--- src/common/dotpf_pkg.sv ---
/*
  Shared definitions for the digital output timing engine: register map,
  field layouts, reset values, mode encodings and filter timing counts.
  Assumes a 100 MHz core clock and one-cycle timebase tick strobes.
*/
package dotpf_pkg;

  localparam int NUM_TERM = 4;
  localparam int NUM_LINES = 8;
  localparam int ADDR_W = 12;

  // register byte offsets
  localparam logic [11:0] OFF_CTRL = 12'h000;
  localparam logic [11:0] OFF_CLK_CFG = 12'h004;
  localparam logic [11:0] OFF_DIVISOR = 12'h008;
  localparam logic [11:0] OFF_START_CFG = 12'h00C;
  localparam logic [11:0] OFF_DELAY = 12'h010;
  localparam logic [11:0] OFF_PAUSE_CFG = 12'h014;
  localparam logic [11:0] OFF_TERM_CFG = 12'h018;
  localparam logic [11:0] OFF_CUSTOM = 12'h01C;
  localparam logic [11:0] OFF_LINE_DIR = 12'h020;
  localparam logic [11:0] OFF_STATUS = 12'h024;

  // control word bit positions (write-only pulses)
  localparam int CTRL_ARM_BIT = 0;
  localparam int CTRL_SW_START_BIT = 1;
  localparam int CTRL_STOP_BIT = 2;
  localparam int CTRL_HOST_TRIG_BIT = 3;
  // custom filter word positions
  localparam int CUSTOM_N_LSB = 0;
  localparam int CUSTOM_N_W = 10;
  localparam int CUSTOM_CLK_BIT = 16;
  // per-terminal config stride inside the terminal config word
  localparam int TERM_CFG_W = 5;

  typedef enum logic [1:0] {
    CS_TERM = 2'b00, CS_ANALOG = 2'b01, CS_CTR = 2'b10, CS_DIV = 2'b11
  } dotpf_clk_src_t;

  typedef enum logic [1:0] {
    TB_20M = 2'b00, TB_80M = 2'b01, TB_100K = 2'b10, TB_EXT = 2'b11
  } dotpf_tb_sel_t;

  typedef enum logic [2:0] {
    SS_NONE = 3'b000, SS_HOST = 3'b001, SS_TERM = 3'b010,
    SS_AI_REF = 3'b011, SS_AI_START = 3'b100, SS_ANALOG = 3'b101
  } dotpf_start_src_t;

  typedef enum logic [1:0] {
    PS_NONE = 2'b00, PS_TERM = 2'b01, PS_ANALOG = 2'b10, PS_CTR = 2'b11
  } dotpf_pause_src_t;

  typedef enum logic [1:0] {
    FS_SHORT = 2'b00, FS_MEDIUM = 2'b01, FS_LONG = 2'b10, FS_CUSTOM = 2'b11
  } dotpf_flt_set_t;

  typedef enum logic [1:0] {
    OS_INPUT = 2'b00, OS_UPDATE = 2'b01, OS_BEGIN = 2'b10
  } dotpf_out_sel_t;

  typedef enum logic [1:0] {
    ST_IDLE = 2'b00, ST_WAIT = 2'b01, ST_DELAY = 2'b10, ST_RUN = 2'b11
  } dotpf_state_t;

  typedef struct packed {
    logic [1:0] term;
    dotpf_tb_sel_t tb;
    dotpf_clk_src_t src;
  } dotpf_clk_cfg_t;

  typedef struct packed {
    logic [1:0] term;
    logic fall_edge;
    dotpf_start_src_t src;
  } dotpf_start_cfg_t;

  typedef struct packed {
    logic [1:0] term;
    logic pause_low;
    dotpf_pause_src_t src;
  } dotpf_pause_cfg_t;

  typedef struct packed {
    dotpf_out_sel_t out_sel;
    dotpf_flt_set_t setting;
    logic filt_en;
  } dotpf_term_cfg_t;

  localparam dotpf_clk_cfg_t CLK_CFG_RST = 6'h0F;
  localparam logic [15:0] DIVISOR_RST = 16'h0001;
  localparam dotpf_start_cfg_t START_CFG_RST = 6'h00;
  localparam logic [15:0] DELAY_RST = 16'h0000;
  localparam dotpf_pause_cfg_t PAUSE_CFG_RST = 5'h00;
  localparam dotpf_term_cfg_t TERM_CFG_RST = 5'h00;
  localparam logic [9:0] CUSTOM_N_RST = 10'h001;
  localparam logic [7:0] LINE_DIR_RST = 8'h00;

  // filter clock periods and passing widths as printed
  localparam int FLT_PER80_PS = 12500;
  localparam int FLT_PER100K_NS = 10000;
  localparam int FLT_SHORT_PS = 112500;
  localparam int FLT_MEDIUM_PS = 6400000;
  localparam int FLT_LONG_NS = 2560000;
  localparam logic [9:0] FLT_N_SHORT = 10'(FLT_SHORT_PS / FLT_PER80_PS);
  localparam logic [9:0] FLT_N_MEDIUM = 10'(FLT_MEDIUM_PS / FLT_PER80_PS);
  localparam logic [9:0] FLT_N_LONG = 10'(FLT_LONG_NS / FLT_PER100K_NS);

endpackage

--- src/dotpf_timing.sv ---
/*
  Digital output timing engine with per-terminal debounce filters and an
  APB register slave. Assumes timebase ticks arrive as one-cycle strobes on
  core_clk and that module-side inputs share core_clk; terminals are async.
*/
// Notes on behaviour
// - start and pause, digital or analog source
// - all task lines update on each clock
// - update clock from terminal, analog, counter, divider
// - timebase is divided, never driven out
// - update clock routable, active high default
// - start on edge, else software start
// - delay to first sample with internal clock
// - start from host, terminal, AI triggers
// - analog start on first configured edge
// - exported start is active high pulse
// - pause suppresses samples at next sample
// - onboard clock resumes at once on release
// - other clocks resume on next edge
// - pause is level, source and level selectable
// - analog pause holds at configured level
// - direction change keeps driven levels glitch-free
// - each terminal input or timing output
// - new level passes after N equal samples
// - short, medium, long and custom settings
// - shorter pulses blocked by same counts
// - per-terminal enable, one filter clock jitter
// - filters disabled after reset
// - falling edges qualified like rising
`timescale 1ns/10ps
`default_nettype none

module dotpf_timing
  import dotpf_pkg::*;
(
  input wire logic core_clk,
  input wire logic rst_n,
  input wire logic clk_en,
  input wire logic psel,
  input wire logic penable,
  input wire logic pwrite,
  input wire logic [ADDR_W-1:0] paddr,
  input wire logic [31:0] pwdata,
  output logic [31:0] prdata,
  output logic pready,
  output logic pslverr,
  input wire logic tb_20m_tick,
  input wire logic tb_80m_tick,
  input wire logic tb_100k_tick,
  input wire logic analog_cmp_event,
  input wire logic ctr_internal_out,
  input wire logic ai_ref_trig,
  input wire logic ai_start_trig,
  input wire logic [NUM_TERM-1:0] term_in,
  output logic [NUM_TERM-1:0] term_out,
  output logic [NUM_TERM-1:0] term_oe_n,
  input wire logic [NUM_LINES-1:0] sample_data,
  output logic sample_taken,
  output logic [NUM_LINES-1:0] line_out,
  output logic [NUM_LINES-1:0] line_oe_n,
  output logic begin_pulse
);

  ////////////////////////////////////////////////////////////////////////
  // register bus

  dotpf_clk_cfg_t clk_cfg_reg;
  logic [15:0] divisor_reg;
  dotpf_start_cfg_t start_cfg_reg;
  logic [15:0] delay_reg;
  dotpf_pause_cfg_t pause_cfg_reg;
  dotpf_term_cfg_t [NUM_TERM-1:0] term_cfg_reg;
  logic [CUSTOM_N_W-1:0] custom_n_reg;
  logic custom_100k_reg;
  logic [NUM_LINES-1:0] line_dir_reg;
  logic [31:0] prdata_reg;
  logic [31:0] rd_next;
  logic rd_hit;
  logic access;
  logic wr;
  logic ctrl_wr;
  logic arm_cmd;
  logic sw_start_cmd;
  logic stop_cmd;
  logic host_trig;
  dotpf_state_t state_reg;
  logic hold_active;
  logic [NUM_TERM-1:0] filt_reg;
  logic [15:0] sample_cnt_reg;

  assign access = psel && penable;
  assign wr = access && pwrite;
  assign ctrl_wr = wr && (paddr == OFF_CTRL);
  assign arm_cmd = ctrl_wr && pwdata[CTRL_ARM_BIT];
  assign sw_start_cmd = ctrl_wr && pwdata[CTRL_SW_START_BIT];
  assign stop_cmd = ctrl_wr && pwdata[CTRL_STOP_BIT];
  assign host_trig = ctrl_wr && pwdata[CTRL_HOST_TRIG_BIT];
  assign pready = 1'b1;
  assign pslverr = access && !rd_hit;
  assign prdata = prdata_reg;

  always_comb begin
    rd_next = 32'h0000_0000;
    rd_hit = 1'b1;
    case (paddr)
      OFF_CTRL: rd_next = 32'h0000_0000;
      OFF_CLK_CFG: rd_next[5:0] = clk_cfg_reg;
      OFF_DIVISOR: rd_next[15:0] = divisor_reg;
      OFF_START_CFG: rd_next[5:0] = start_cfg_reg;
      OFF_DELAY: rd_next[15:0] = delay_reg;
      OFF_PAUSE_CFG: rd_next[4:0] = pause_cfg_reg;
      OFF_TERM_CFG: rd_next[NUM_TERM*TERM_CFG_W-1:0] = term_cfg_reg;
      OFF_CUSTOM: begin
        rd_next[CUSTOM_N_LSB +: CUSTOM_N_W] = custom_n_reg;
        rd_next[CUSTOM_CLK_BIT] = custom_100k_reg;
      end
      OFF_LINE_DIR: rd_next[NUM_LINES-1:0] = line_dir_reg;
      OFF_STATUS: rd_next = {sample_cnt_reg, 8'h00, filt_reg, 1'b0,
                             hold_active, state_reg};
      default: rd_hit = 1'b0;
    endcase
  end

  // read data captured in the setup cycle so the access phase sees a flop
  always_ff @(posedge core_clk or negedge rst_n) begin
    if (!rst_n) begin
      prdata_reg <= 32'h0000_0000;
    end else if (clk_en && psel && !penable) begin
      prdata_reg <= rd_next;
    end
  end

  always_ff @(posedge core_clk or negedge rst_n) begin
    if (!rst_n) begin
      clk_cfg_reg <= CLK_CFG_RST;
      divisor_reg <= DIVISOR_RST;
      start_cfg_reg <= START_CFG_RST;
      delay_reg <= DELAY_RST;
      pause_cfg_reg <= PAUSE_CFG_RST;
      term_cfg_reg <= {NUM_TERM{TERM_CFG_RST}};
      custom_n_reg <= CUSTOM_N_RST;
      custom_100k_reg <= 1'b0;
      line_dir_reg <= LINE_DIR_RST;
    end else if (clk_en && wr) begin
      case (paddr)
        OFF_CLK_CFG: clk_cfg_reg <= pwdata[5:0];
        OFF_DIVISOR: divisor_reg <= pwdata[15:0];
        OFF_START_CFG: start_cfg_reg <= pwdata[5:0];
        OFF_DELAY: delay_reg <= pwdata[15:0];
        OFF_PAUSE_CFG: pause_cfg_reg <= pwdata[4:0];
        OFF_TERM_CFG: term_cfg_reg <= pwdata[NUM_TERM*TERM_CFG_W-1:0];
        OFF_CUSTOM: begin
          custom_n_reg <= pwdata[CUSTOM_N_LSB +: CUSTOM_N_W];
          custom_100k_reg <= pwdata[CUSTOM_CLK_BIT];
        end
        OFF_LINE_DIR: line_dir_reg <= pwdata[NUM_LINES-1:0];
        default: ;
      endcase
    end
  end

  ////////////////////////////////////////////////////////////////////////
  // terminal synchronisers and debounce filters

  logic [NUM_TERM-1:0] sync1_reg;
  logic [NUM_TERM-1:0] sync2_reg;
  logic [NUM_TERM-1:0] sync3_reg;
  logic [NUM_TERM-1:0] stable_reg;

  always_ff @(posedge core_clk or negedge rst_n) begin
    if (!rst_n) begin
      sync1_reg <= '0;
      sync2_reg <= '0;
      sync3_reg <= '0;
      stable_reg <= '0;
    end else if (clk_en) begin
      sync1_reg <= term_in;
      sync2_reg <= sync1_reg;
      sync3_reg <= sync2_reg;
      for (int i = 0; i < NUM_TERM; i++) begin
        if (sync2_reg[i] == sync3_reg[i]) begin
          stable_reg[i] <= sync3_reg[i];
        end
      end
    end
  end

  genvar g;
  generate
    for (g = 0; g < NUM_TERM; g++) begin : g_filt
      logic [CUSTOM_N_W-1:0] cnt_reg;
      logic [CUSTOM_N_W-1:0] n_need;
      logic tick;
      logic slow;
      assign slow = (term_cfg_reg[g].setting == FS_LONG) ||
                    ((term_cfg_reg[g].setting == FS_CUSTOM) && custom_100k_reg);
      assign tick = slow ? tb_100k_tick : tb_80m_tick;
      always_comb begin
        case (term_cfg_reg[g].setting)
          FS_SHORT: n_need = FLT_N_SHORT;
          FS_MEDIUM: n_need = FLT_N_MEDIUM;
          FS_LONG: n_need = FLT_N_LONG;
          default: n_need = custom_n_reg;
        endcase
      end
      // the count restarts whenever the sample matches the output, so a
      // glitch back to the old level throws away the partial qualification
      always_ff @(posedge core_clk or negedge rst_n) begin
        if (!rst_n) begin
          cnt_reg <= '0;
          filt_reg[g] <= 1'b0;
        end else if (clk_en) begin
          if (!term_cfg_reg[g].filt_en) begin
            cnt_reg <= '0;
            filt_reg[g] <= stable_reg[g];
          end else if (tick) begin
            if (stable_reg[g] == filt_reg[g]) begin
              cnt_reg <= '0;
            end else if (cnt_reg + 10'h001 >= n_need) begin
              cnt_reg <= '0;
              filt_reg[g] <= stable_reg[g];
            end else begin
              cnt_reg <= cnt_reg + 10'h001;
            end
          end
        end
      end
    end
  endgenerate

  ////////////////////////////////////////////////////////////////////////
  // clock, start and pause source selection

  logic clk_sig;
  logic clk_prev_reg;
  logic ext_edge;
  logic tb_tick;
  logic tb_prev_reg;
  logic trig_sig;
  logic trig_prev_reg;
  logic trig_edge;
  logic pause_sig;
  logic internal_clk;

  assign internal_clk = (clk_cfg_reg.src == CS_DIV);

  always_comb begin
    case (clk_cfg_reg.src)
      CS_TERM: clk_sig = filt_reg[clk_cfg_reg.term];
      CS_ANALOG: clk_sig = analog_cmp_event;
      CS_CTR: clk_sig = ctr_internal_out;
      default: clk_sig = 1'b0;
    endcase
  end

  always_comb begin
    case (clk_cfg_reg.tb)
      TB_20M: tb_tick = tb_20m_tick;
      TB_80M: tb_tick = tb_80m_tick;
      TB_100K: tb_tick = tb_100k_tick;
      default: tb_tick = stable_reg[clk_cfg_reg.term] && !tb_prev_reg;
    endcase
  end

  always_comb begin
    case (start_cfg_reg.src)
      SS_TERM: trig_sig = filt_reg[start_cfg_reg.term];
      SS_AI_REF: trig_sig = ai_ref_trig;
      SS_AI_START: trig_sig = ai_start_trig;
      SS_ANALOG: trig_sig = analog_cmp_event;
      default: trig_sig = 1'b0;
    endcase
  end

  always_comb begin
    case (pause_cfg_reg.src)
      PS_TERM: pause_sig = filt_reg[pause_cfg_reg.term];
      PS_ANALOG: pause_sig = analog_cmp_event;
      PS_CTR: pause_sig = ctr_internal_out;
      default: pause_sig = 1'b0;
    endcase
  end

  assign ext_edge = clk_sig && !clk_prev_reg;
  assign trig_edge = start_cfg_reg.fall_edge ? (trig_prev_reg && !trig_sig)
                                             : (!trig_prev_reg && trig_sig);
  assign hold_active = (pause_cfg_reg.src != PS_NONE) &&
                       (pause_sig ^ pause_cfg_reg.pause_low);

  always_ff @(posedge core_clk or negedge rst_n) begin
    if (!rst_n) begin
      clk_prev_reg <= 1'b0;
      tb_prev_reg <= 1'b0;
      trig_prev_reg <= 1'b0;
    end else if (clk_en) begin
      clk_prev_reg <= clk_sig;
      tb_prev_reg <= stable_reg[clk_cfg_reg.term];
      trig_prev_reg <= trig_sig;
    end
  end

  ////////////////////////////////////////////////////////////////////////
  // generation sequencer

  dotpf_state_t state_next;
  logic begin_evt;
  logic [15:0] delay_cnt_reg;
  logic [15:0] div_cnt_reg;
  logic [15:0] div_last;
  logic hold_prev_reg;
  logic div_tick;
  logic resume_tick;
  logic update_evt;
  logic delay_done;

  always_comb begin
    case (start_cfg_reg.src)
      SS_NONE: begin_evt = sw_start_cmd;
      SS_HOST: begin_evt = host_trig;
      default: begin_evt = trig_edge;
    endcase
  end

  assign delay_done = tb_tick && (delay_cnt_reg + 16'h0001 >= delay_reg);

  always_comb begin
    state_next = state_reg;
    case (state_reg)
      ST_IDLE: if (arm_cmd) state_next = ST_WAIT;
      ST_WAIT: begin
        if (begin_evt) begin
          if (internal_clk && (delay_reg != 16'h0000)) begin
            state_next = ST_DELAY;
          end else begin
            state_next = ST_RUN;
          end
        end
      end
      ST_DELAY: if (delay_done) state_next = ST_RUN;
      ST_RUN: ;
      default: state_next = ST_IDLE;
    endcase
    if (stop_cmd) begin
      state_next = ST_IDLE;
    end
  end

  always_ff @(posedge core_clk or negedge rst_n) begin
    if (!rst_n) begin
      state_reg <= ST_IDLE;
    end else if (clk_en) begin
      state_reg <= state_next;
    end
  end

  always_ff @(posedge core_clk or negedge rst_n) begin
    if (!rst_n) begin
      delay_cnt_reg <= 16'h0000;
    end else if (clk_en) begin
      if (state_reg != ST_DELAY) begin
        delay_cnt_reg <= 16'h0000;
      end else if (tb_tick) begin
        delay_cnt_reg <= delay_cnt_reg + 16'h0001;
      end
    end
  end

  // a zero divisor behaves as one rather than stalling the generation
  assign div_last = (divisor_reg == 16'h0000) ? 16'h0000 : divisor_reg - 16'h0001;
  assign div_tick = tb_tick && (div_cnt_reg >= div_last);
  assign resume_tick = internal_clk && hold_prev_reg && !hold_active;

  // the divider is held cleared while paused so release restarts its phase
  always_ff @(posedge core_clk or negedge rst_n) begin
    if (!rst_n) begin
      div_cnt_reg <= 16'h0000;
      hold_prev_reg <= 1'b0;
    end else if (clk_en) begin
      hold_prev_reg <= hold_active;
      if ((state_reg != ST_RUN) || hold_active) begin
        div_cnt_reg <= 16'h0000;
      end else if (tb_tick) begin
        div_cnt_reg <= div_tick ? 16'h0000 : div_cnt_reg + 16'h0001;
      end
    end
  end

  // samples are single-cycle, so gating the event itself lets any sample
  // already issued finish while the next one is suppressed
  assign update_evt = (state_reg == ST_RUN) && !stop_cmd && !hold_active &&
                      (internal_clk ? (div_tick || resume_tick) : ext_edge);

  ////////////////////////////////////////////////////////////////////////
  // outputs

  logic update_pulse_reg;
  logic begin_pulse_reg;
  logic [NUM_TERM-1:0] term_out_reg;
  logic [NUM_LINES-1:0] line_out_reg;
  logic [NUM_TERM-1:0] term_next;
  logic begin_now;

  assign begin_now = (state_reg == ST_WAIT) && begin_evt && !stop_cmd;

  always_comb begin
    for (int i = 0; i < NUM_TERM; i++) begin
      case (term_cfg_reg[i].out_sel)
        OS_UPDATE: term_next[i] = update_evt;
        OS_BEGIN: term_next[i] = begin_now;
        default: term_next[i] = 1'b0;
      endcase
    end
  end

  always_ff @(posedge core_clk or negedge rst_n) begin
    if (!rst_n) begin
      update_pulse_reg <= 1'b0;
      begin_pulse_reg <= 1'b0;
      term_out_reg <= '0;
    end else if (clk_en) begin
      update_pulse_reg <= update_evt;
      begin_pulse_reg <= begin_now;
      term_out_reg <= term_next;
    end
  end

  // line values live apart from the direction bits, so rewriting direction
  // never disturbs a level already being driven
  always_ff @(posedge core_clk or negedge rst_n) begin
    if (!rst_n) begin
      line_out_reg <= '0;
      sample_cnt_reg <= 16'h0000;
    end else if (clk_en) begin
      if (update_evt) begin
        line_out_reg <= sample_data;
        sample_cnt_reg <= sample_cnt_reg + 16'h0001;
      end else if (arm_cmd && (state_reg == ST_IDLE)) begin
        sample_cnt_reg <= 16'h0000;
      end
    end
  end

  always_comb begin
    for (int i = 0; i < NUM_TERM; i++) begin
      term_oe_n[i] = (term_cfg_reg[i].out_sel == OS_INPUT) ||
                     (term_cfg_reg[i].out_sel == 2'b11);
    end
  end

  assign term_out = term_out_reg;
  assign line_out = line_out_reg;
  assign line_oe_n = ~line_dir_reg;
  assign sample_taken = update_pulse_reg;
  assign begin_pulse = begin_pulse_reg;

endmodule

`default_nettype wire

--- config.mk ---
export PLATFORM = sky130hd
export DESIGN_NAME = dotpf_timing
export DESIGN_NICKNAME = d
export VERILOG_FILES = /design/src/common/dotpf_pkg.sv /design/src/dotpf_timing.sv
export SDC_FILE = /design/constraint.sdc
export NUM_CORES = 1
export LEC_CHECK = 0
export BUFFER_PORTS_ARGS = -buffer_cell sky130_fd_sc_hd__buf_4
export CAP_MARGIN = 20
export CORE_AREA = 4 4 160 162
export CTS_CLUSTER_SIZE = 10
export DETAILED_ROUTE_END_ITERATION = 8
export DIE_AREA = 0 0 164 166
export HOLD_SLACK_MARGIN = 0.12
export PLACE_DENSITY = 0.79
export SYNTH_ARGS = -nofsm -noshare
export SYNTH_HDL_FRONTEND = slang
export SYNTH_SLANG_ARGS = --single-unit
--- constraint.sdc ---
create_clock -name core_clk -period 7 [get_ports core_clk]
set_input_delay 1.05 -clock core_clk [delete_from_list [all_inputs] [get_ports core_clk]]
set_output_delay 1.05 -clock core_clk [all_outputs]
set_load 0.01 [all_outputs]
==> impl_results.md, run 1 <==
* Grt peak-use layer: met2
* Dpl hpwl at between 20 and 30 mm
* GR Util All Layers at approximately 28%
* Yosys top cell area share at 42.3%
* Post-Syn Area at about 14000 um2
* Met1 usage at between 30% and 40%
* Status: finished, final reports clean
* CTS Root Cell: clkbuf_16
* Multi-input logic area at about 7600 um2
* Post-CTS sizing at 0
* Remaining DRCs at 0
* ANT cells at 0
* Met3 usage at 5.66%
* WL final at ~38 mm
* Met2 GRT Util at 45.2%
* CTS tree: built
* Final Wtd Congestion at around 0.94
* Via count at 12169
* Hold Path Class: flip-flop to flip-flop
* Worst Clk Skew at 13.0 ps
* RSZ-0062 raised after global routing: false
* Worst path arrival time at between 5000 and 6000 ps
* Post-synth EDFFs at 0
* Leakage power at 0.00774 uW
* Slew @ Worst Pin at between 1000 and 1500 ps
* Port Buf Inserts at ~120
* # setup viols final at 0
* CTS Buffer Depth at 3
* Setup TNS at 0 ps
* Tmin final at 5310 ps
* Count leader, synth: nand2_1
* Finished Cell Area at 16300 um2
* Syn-to-layout area delta at 13.8%
* Cts bufs inserted at 29
* Total power at approximately 3400 uW
* Fin cells at ~2000
* Synthesis-stage register bit count at between 200 and 250
* Share of cells above drive strength 1 at between 10% and 20%
* Post-synthesis sequential area ratio at between 40% and 50%
* Inst Count DP at ~1900
* Gr ovfl total at 0
* Seq. cell area at 6210 um2
* Synth cell count leaders: 283 x nand2_1, 242 x dfrtp_1, 167 x o21ai_0
* Final #Nets at about 1800
* Top area cells in the synthesized netlist: dfrtp_1 42%, ha_1 8.1%, nand2_1 7.4%, o21ai_0 5.8%, mux2_2 5.7%
* WP data required at about 7500 ps
* Fmax at approximately 190 MHz
* Async SR Flop Fraction at 100%
* Average cell area after synthesis at 9.36 um2
* WL/cell at 19.5 um
* Final Hold Vio Count at 0
* Most area-hungry cell type in the Yosys netlist: dfrtp_1
* Mapped Nets at approximately 1700
* Post-CTS Setup Bufs at 0
* Die Width at roughly 160 um
* CTS hold repair buffers at 0
* Core area at around 24000 um2
* Crit Path Class: flip-flop to flip-flop
* Global-route wire length before repair at roughly 62 mm
* Warnings, synthesis at 0
* Dpl cell area at ~15000 um2
* Rel. slew slack at between 20% and 30%
* Fill count at between 1500 and 2000
* Final worst path period share at between 70% and 80%
* Synth cell types at between 60 and 70
* Post-Syn Instances at around 1500
* Max FFs per register at 40
* Die area at around 27000 um2
* H-tree levels at 1
* Starting density of the core at 59.4%
* Crit-path max FO at 17
* Initial antenna violation count at 0
* Ports at about 130
* 1st-pass router iterations at 9
* Clock Pin Slew Worst Setup and Hold Paths at around 50 ps
* Number of global-route vias before repair at about 12000
* Largest net degree at the start of global routing at between 100 and 150
* Max_cap viols at 0
* Drt initial violations at between 1000 and 1500
* Pins Over Slew Limit at 0
* Row count at 57
* ANT nets after route at 0
* Maximum VDD drop at between 0.2 and 0.25 mV
* Nature of the critical path startpoint: flip-flop
* Primary FF master, synth: dfrtp_1
* Worst-Skew Late Latency at roughly 550 ps
* Pwr dens at about 210 nW/um2
* Die height at 166 um
* Clk sinks at around 250
* Vias/cell at between 6 and 7
* CP endpoint kind: flip-flop
report_power, final:
part / internal, uW / switching [uW] / leakage, uW
clock: 785 / 569 / 0.000402
sequential: 1520 / 93.9 / 0.00315
combinational: 189 / 285 / 0.00419
total: 2490 / 948 / 0.00774
placed cells by master, fill, tap and decap left out, types with 9 or more instances in the layout:
cell type  count
a21o_1        27
a21oi_1       37
a222oi_1      18
a22oi_1       18
and3_1        27
buf_4        121
clkbuf_1      12
clkbuf_16     29
dfrtp_1      242
ha_1          93
inv_1         59
mux2_2        73
nand2_1      283
nand2b_1      21
nand3_1       72
nand3b_1      13
nand4_1       14
nor2_1        65
nor2b_1        9
nor4_1        10
o21ai_0      167
o2bb2ai_1      9
o311ai_0      12
or3_1         10
xnor2_1       31
xor2_1        40
worst max-delay path, cell delays in order (launching register included):
cell       delay [ps]
dfrtp_1           430
or4_1             600
nor4_1            290
nor2b_1           230
nand4b_1          480
and2_1            370
ha_1              260
nand2b_1           90
a2111oi_0         110
o32a_1            370
a311o_1           430
a21oi_4           450
and2_0            730
a22oi_1           200
o2bb2ai_1         190
through the flow:
step | setup slack, ps | hold WS, ps | util (%)
floorplan | 2850 | 469 | -
global placement | 1860 | 461 | 64.0
detailed placement | 1660 | 466 | 64.0
CTS | 1640 | 479 | 67.4
global route | 1320 | 492 | 67.6
finish | 1690 | 473 | 67.6
worst paths after layout:
| kind | from | end | slack [ps] | cells after the start |
|---|---|---|---|---|
| max | divisor_reg[10] | term_out[3] | 1690 | 14 |
| min | prdata[6] | prdata[6] | 470 | 1 |
| max reg2reg | divisor_reg[10] | term_out[3] | 1690 | 14 |
| max in group asynchronous | rst_n | prdata[25] | 5230 | 2 |
| min reg2reg | prdata[6] | prdata[6] | 470 | 1 |
| min in group asynchronous | rst_n | stable_reg[2] | 550 | 1 |
cell families after synthesis:
| logic type | after synthesis | share of synthesized area (%) |
|---|---|---|
| compound gates | 354 | 15.8 |
| xor+xnor | 71 | 4.35 |
| fa+ha+maj | 93 | 8.13 |
| buf+inv | 120 | 3.27 |
| flops | 248 | 43.4 |
| mux | 85 | 6.93 |
| other cells | 1 | 0.0262 |
| simple gates | 557 | 18.1 |
final cells by class:
| type | instances | share of cell area (%) |
|---|---|---|
| sequential | 248 | 38.1 |
| timing repair buffer | 126 | 6.02 |
| inverter | 59 | 1.36 |
| multi-input combinational | 1161 | 46.9 |
| clock inverter | 2 | 0.0845 |
| tap | 324 | 2.49 |
| clock buffer | 44 | 4.99 |
routing by layer:
metal	vias to the layer above	wire length [um]
met5	-	0
met4	0	1480
met3	120	2860
met2	469	18000
met1	5915	16000
li1	5665	-
No activity file was read; power rests on OpenSTA's default activity.
==> run 2: changes to the inputs <==
==> constraint.sdc (replaced) <==
create_clock -name core_clk -period 5.6 [get_ports core_clk]
set_input_delay 0.84 -clock core_clk [delete_from_list [all_inputs] [get_ports core_clk]]
set_output_delay 0.84 -clock core_clk [all_outputs]
set_load 0.01 [all_outputs]
==> impl_results.md, run 2 (synthesized netlist as in run 1, its figures left out) <==
* WL final at 38.4 mm (unchanged)
* Starting density of the core at 59.4% (unchanged)
* CP endpoint kind: flip-flop (unchanged)
* ANT cells at 0 (unchanged)
* Slew @ Worst Pin at 1180 ps (was 1140 ps)
* ANT nets after route at 0 (unchanged)
* Die Width at 164 um (unchanged)
* Die height at 166 um (unchanged)
* Core area at 24100 um2 (unchanged)
* Total power at 4280 uW (was 3440 uW)
* RSZ-0062 raised after global routing: false (unchanged)
* Worst path arrival time at 5610 ps (was 5770 ps)
* Max_cap viols at 0 (unchanged)
* Rel. slew slack at 21.0% (was 23.6%)
* Post-CTS Setup Bufs at 0 (unchanged)
* Gr ovfl total at 0 (unchanged)
* CTS Root Cell: clkbuf_16 (unchanged)
* Cts bufs inserted at 29 (unchanged)
* Reg-to-reg startpoint: divisor_reg[8] (was divisor_reg[10])
* Worst Clk Skew at 9.57 ps (was 13.0 ps)
* Port Buf Inserts at 115 (unchanged)
* Setup TNS at 0 ps (unchanged)
* Worst-path cell with the longest stage delay: or4_1 (was and2_0)
* Final #Nets at 1790 (was 1787)
* Drt initial violations at 1428 (was 1447)
* Global-route wire length before repair at 62.0 mm (was 61.9 mm)
* Remaining DRCs at 10 (was 0)
* Hold Path Class: input pin to async pin (was flip-flop to flip-flop)
* Most frequent cells in the layout: 283 x nand2_1, 242 x dfrtp_1, 167 x o21ai_0 (unchanged)
* Syn-to-layout area delta at 13.9% (was 13.8%)
* Pins Over Slew Limit at 0 (unchanged)
* Leakage power at 0.00775 uW (was 0.00774 uW)
* Row count at 57 (unchanged)
* Initial antenna violation count at 0 (unchanged)
* # setup viols final at 0 (unchanged)
* CTS Buffer Depth at 3 (unchanged)
* Share of cells above drive strength 1 at 15.6% (about the same)
* Post-CTS sizing at 0 (unchanged)
* Maximum VDD drop at 0.230 mV (was 0.218 mV)
* Finished Core Util at 67.6% (about the same)
* Failing checks: DRC
* Clock Pin Slew Worst Setup and Hold Paths at 60 ps (was 50 ps)
* H-tree levels at 1 (unchanged)
* Max FFs per register at 40 (unchanged)
* Status: finished with violations (was finished, final reports clean)
* Die area at 27200 um2 (unchanged)
* Pwr dens at 263 nW/um2 (was 211 nW/um2)
* WP data required at 6070 ps (was 7460 ps)
* CTS hold repair buffers at 0 (unchanged)
* Cell Chain, Critical Path: or4_1, nor4_1, nor2b_1, nand4b_1, and2_1, ha_1, nand2b_1, a2111oi_0, o32a_1, a311o_1, a21oi_4, and2_0, buf_4, a22oi_1, o2bb2ai_1 (was or4_1, nor4_1, nor2b_1, nand4b_1, and2_1, ha_1, nand2b_1, a2111oi_0, o32a_1, a311o_1, a21oi_4, and2_0, a22oi_1, o2bb2ai_1)
* Final Hold Vio Count at 0 (unchanged)
* Clk sinks at 248 (unchanged)
* Fmax at 194 MHz (was 188 MHz)
* GR Util All Layers at 28.0% (was 27.9%)
* WL/cell at 19.5 um (about the same)
* Ports at 129 (unchanged)
* Tmin final at 5140 ps (was 5310 ps)
* Critical Path Max Stage Delay at 590 ps (was 730 ps)
* Commonest non-fill, non-tap cell in the layout: nand2_1 (unchanged)
* Final Wtd Congestion at 0.965 (was 0.940)
* Largest net degree at the start of global routing at 137 (was 136)
* Vias/cell at 6.16 (was 6.20)
* Via count at 12141 (was 12169)
* Setup crit start: divisor_reg[8] (was divisor_reg[10])
* Worst-Skew Late Latency at 550 ps (about the same)
* Crit Path Class: flip-flop to flip-flop (unchanged)
* Crit-path max FO at 17 (unchanged)
* CTS tree: built (unchanged)
* Number of global-route vias before repair at 11642 (was 11840)
* 1st-pass router iterations at 9 (unchanged)
* Final worst path period share at 91.8% (was 75.8%)
* Dpl hpwl at 27.7 mm (about the same)
* Nature of the critical path startpoint: flip-flop (unchanged)
-- run 2: power breakdown --
group / internal [uW] / leakage [uW] / switching (uW)
clock: 966 / 0.000393 / 707
combinational: 241 / 0.00420 / 356
sequential: 1890 / 0.00315 / 119
-- run 2: worst paths after layout --
path / cells after the start / end / slack, ps
max: 15 / term_out[3] / 460
min: 1 / g_filt[0].cnt_reg[2] / 380
max reg2reg: 15 / term_out[3] / 460
min reg2reg: 2 / prdata[22] / 480
max in group asynchronous: 2 / prdata[30] / 3990
min in group core_clk: 2 / prdata[22] / 480
-- run 2: worst max-delay path: cells and delay by family, from the launching register on --
family / cells / cell delay [ps]
adder cells (fa/ha/maj): 1 / 260
AO/OA/AOI/OAI: 6 / 1620
buffers and inverters: 1 / 250
flip-flops: 1 / 440
AND/OR/NAND/NOR: 7 / 2490
-- run 2: routing by layer --
metal | vias to the layer above | global-route usage [%] | part of all wire (%)
met1 | 5887 | 39.6 | 42
met4 | 0 | 9.74 | 4.0
li1 | 5656 | - | -
met5 | - | 0 | 0
met2 | 482 | 44.2 | 46
met3 | 116 | 4.47 | 7.5
-- run 2: final cells by class --
cell class / instances / area (um2)
Fill cell: 1938 / 7810
Multi-Input combinational cell: 1161 / 7640
Sequential cell: 248 / 6210
Timing Repair Buffer: 129 / 1000
Clock buffer: 47 / 803
Tap cell: 324 / 405
Inverter: 59 / 221
Clock inverter: 2 / 13.8
-- run 2: stage by stage --
step / cells / hold WS (ps) / worst slack [ps] / instance area, um2
6_report: 1970 / 381 / 458 / 16300
3_3_place_gp: 1918 / 461 / 544 / 15400
5_1_grt: 1970 / 484 / 34.3 / 16300
3_5_place_dp: 1918 / 467 / 278 / 15400
2_1_floorplan: 1529 / 469 / 1450 / 14300
4_1_cts: 1967 / 473 / 249 / 16300
==> run 3: changes to the inputs <==
--- a/config.mk
+++ b/config.mk
@@ -13,6 +13,7 @@
 export DIE_AREA = 0 0 164 166
 export HOLD_SLACK_MARGIN = 0.12
 export PLACE_DENSITY = 0.79
+export RECOVER_POWER = 50
 export SYNTH_ARGS = -nofsm -noshare
 export SYNTH_HDL_FRONTEND = slang
 export SYNTH_SLANG_ARGS = --single-unit
==> impl_results.md, run 3 (synthesized netlist as in run 1, its figures left out) <==
* Status: finished with violations (unchanged)
* Failing checks: capacitance limit, slew limit (was DRC)
* Net Sw Frac at 27.6% (about the same)
* Max FFs per register at 40 (unchanged)
* Clock Pin Slew Worst Setup and Hold Paths at 50 ps (was 60 ps)
* Vias/cell at 6.17 (was 6.16)
* Final Wtd Congestion at 0.965 (unchanged)
* Syn-to-layout area delta at 13.4% (was 13.9%)
* WL/cell at 19.5 um (about the same)
* Post-CTS Setup Bufs at 0 (unchanged)
* Nature of the critical path startpoint: flip-flop (unchanged)
* ANT cells at 0 (unchanged)
* Tmin final at 5150 ps (was 5140 ps)
* # setup viols final at 0 (unchanged)
* Fmax at 194 MHz (about the same)
* Final Hold Vio Count at 0 (unchanged)
* Fill count at 1954 (was 1938)
* CTS Root Cell: clkbuf_16 (unchanged)
* Worst hold path startpoint: prdata[22]
* Drt initial violations at 1323 (was 1428)
* Commonest non-fill, non-tap cell in the layout: nand2_1 (unchanged)
* Finished Core Util at 67.3% (was 67.6%)
* 1st-pass router iterations at 9 (unchanged)
* Levels on crit path at 15 (unchanged)
* Worst hold slack at 472 ps (was 381 ps)
* Max_cap viols at 2 (was 0)
* Die Width at 164 um (unchanged)
* Reg power frac at 47.1% (was 47.0%)
* Via count at 12160 (was 12141)
* Critical Path Max Stage Delay at 590 ps (about the same)
* CTS tree: built (unchanged)
* Hold Path Sink: prdata[22]
* Combinational Power Share at 13.8% (was 13.9%)
* Port Buf Inserts at 115 (unchanged)
* Ports at 129 (unchanged)
* Sw Pwr at 1180 uW (about the same)
* Worst path arrival time at 5620 ps (was 5610 ps)
* Dpl hpwl at 27.7 mm (unchanged)
* WP data required at 6070 ps (about the same)
* Core area at 24100 um2 (unchanged)
* Global-route wire length before repair at 62.0 mm (unchanged)
* Largest net degree at the start of global routing at 137 (unchanged)
* ANT nets after route at 0 (unchanged)
* Setup TNS at 0 ps (unchanged)
* R2r endpoint: term_out[3] (unchanged)
* Pins Over Slew Limit at 251 (was 0)
* WL final at 38.4 mm (about the same)
* Leakage power at 0.00770 uW (was 0.00775 uW)
* Starting density of the core at 59.4% (unchanged)
* Worst-path cell with the longest stage delay: or4_1 (unchanged)
* Worst Clk Skew at 7.98 ps (was 9.57 ps)
* Gr ovfl total at 0 (unchanged)
* Pint at 3090 uW (was 3100 uW)
* Worst-Skew Late Latency at 540 ps (was 550 ps)
* Cts bufs inserted at 29 (unchanged)
* Share of cells above drive strength 1 at 14.9% (was 15.6%)
* Number of global-route vias before repair at 11642 (unchanged)
* Worst r2r path cells at 15 (unchanged)
* Maximum VDD drop at 0.229 mV (was 0.230 mV)
* Crit-path max FO at 17 (unchanged)
* Crit Path Class: flip-flop to flip-flop (unchanged)
* Most frequent cells in the layout: 283 x nand2_1, 242 x dfrtp_1, 167 x o21ai_0 (unchanged)
* Hold Path Class: flip-flop to flip-flop (was input pin to async pin)
* CTS Buffer Depth at 3 (unchanged)
* Slew @ Worst Pin at 3380 ps (was 1180 ps)
* CP endpoint kind: flip-flop (unchanged)
* Rel. slew slack at -125% (was 21.0%)
* GR Util All Layers at 28.0% (unchanged)
* Die area at 27200 um2 (unchanged)
* Share of total power in the clock network at 39.1% (about the same)
* Clk sinks at 248 (unchanged)
* Pwr dens at 263 nW/um2 (about the same)
* Cell Chain, Critical Path: or4_1, nor4_1, nor2b_1, nand4b_1, and2_1, ha_1, nand2b_1, a2111oi_0, o32a_1, a311o_1, a21oi_4, and2_0, buf_4, a22oi_1, o2bb2ai_1 (unchanged)
* RSZ-0062 raised after global routing: false (unchanged)
* R2r setup slk at 450 ps (was 460 ps)
* Buffers and inverters on the worst path at 1 (unchanged)
* Remaining DRCs at 0 (was 10)
* Post-CTS sizing at 0 (unchanged)
* Final worst path period share at 92.0% (was 91.8%)
* Row count at 57 (unchanged)
* Final #Nets at 1790 (unchanged)
* Die height at 166 um (unchanged)
* Cell family with most CP delay: simple AND/OR/NAND/NOR gates (unchanged)
* Initial antenna violation count at 0 (unchanged)
* Hold path depth at 2
* CTS hold repair buffers at 0 (unchanged)
* Reg-to-reg startpoint: divisor_reg[8] (unchanged)
* H-tree levels at 1 (unchanged)
[run 3: power by group through the flow]
| stage | logic, uW | registers (uW) | clock network (uW) |
|---|---|---|---|
| floorplan | 350 | 2020 | 0 |
| global placement | 567 | 2030 | 0 |
| detailed placement | 588 | 2040 | 0 |
| CTS | 591 | 2010 | 1700 |
| global route | 652 | 2030 | 1780 |
| finish | 590 | 2010 | 1670 |
[run 3: worst reg2reg max path, delay by kind of cell (launching register included)]
family | cells | cell delay [ps]
buffers and inverters | 1 | 250
and+or+nand+nor | 7 | 2520
adders and majority gates | 1 | 260
AOI/OAI and AO/OA | 6 | 1630
DFF | 1 | 440
[run 3: area by class of cell]
type	count	area [um2]	area share (%)
well taps	324	405	2.50
clock buffers	47	803	4.95
clock inverters	2	13.8	0.0848
multi-input cells	1161	7640	47.0
repair buffers	129	940	5.79
inverters	59	221	1.36
flip-flops and latches	248	6210	38.3
[run 3: worst max path at each step]
stage,startpoint,end,slack (ps)
6_report,divisor_reg[8],term_out[3],450
3_5_place_dp,divisor_reg[8],sample_cnt_reg[7],280
4_1_cts,divisor_reg[8],sample_cnt_reg[7],250
5_1_grt,divisor_reg[10],term_out[3],30
2_1_floorplan,divisor_reg[8],sample_cnt_reg[14],1450
3_3_place_gp,divisor_reg[8],sample_cnt_reg[13],540
[run 3: through the flow]
step                worst slack (ps)  area [um2]  total power [uW]  std cells
floorplan                       1450       14300              2370       1529
global placement                 544       15400              2600       1918
detailed placement               278       15400              2630       1918
CTS                              249       16300              4300       1967
global route                    34.3       16200              4470       1970
finish                           445       16200              4270       1970
[run 3: metal layers]
metal	GRT usage [%]	vias to the layer above	part of all wire [%]	wire (um)
met4	9.74	0	4.1	1570
li1	-	5650	-	-
met2	44.2	511	47	17900
met1	39.6	5887	42	16000
met3	4.47	112	7.7	2960
met5	0	-	0	0
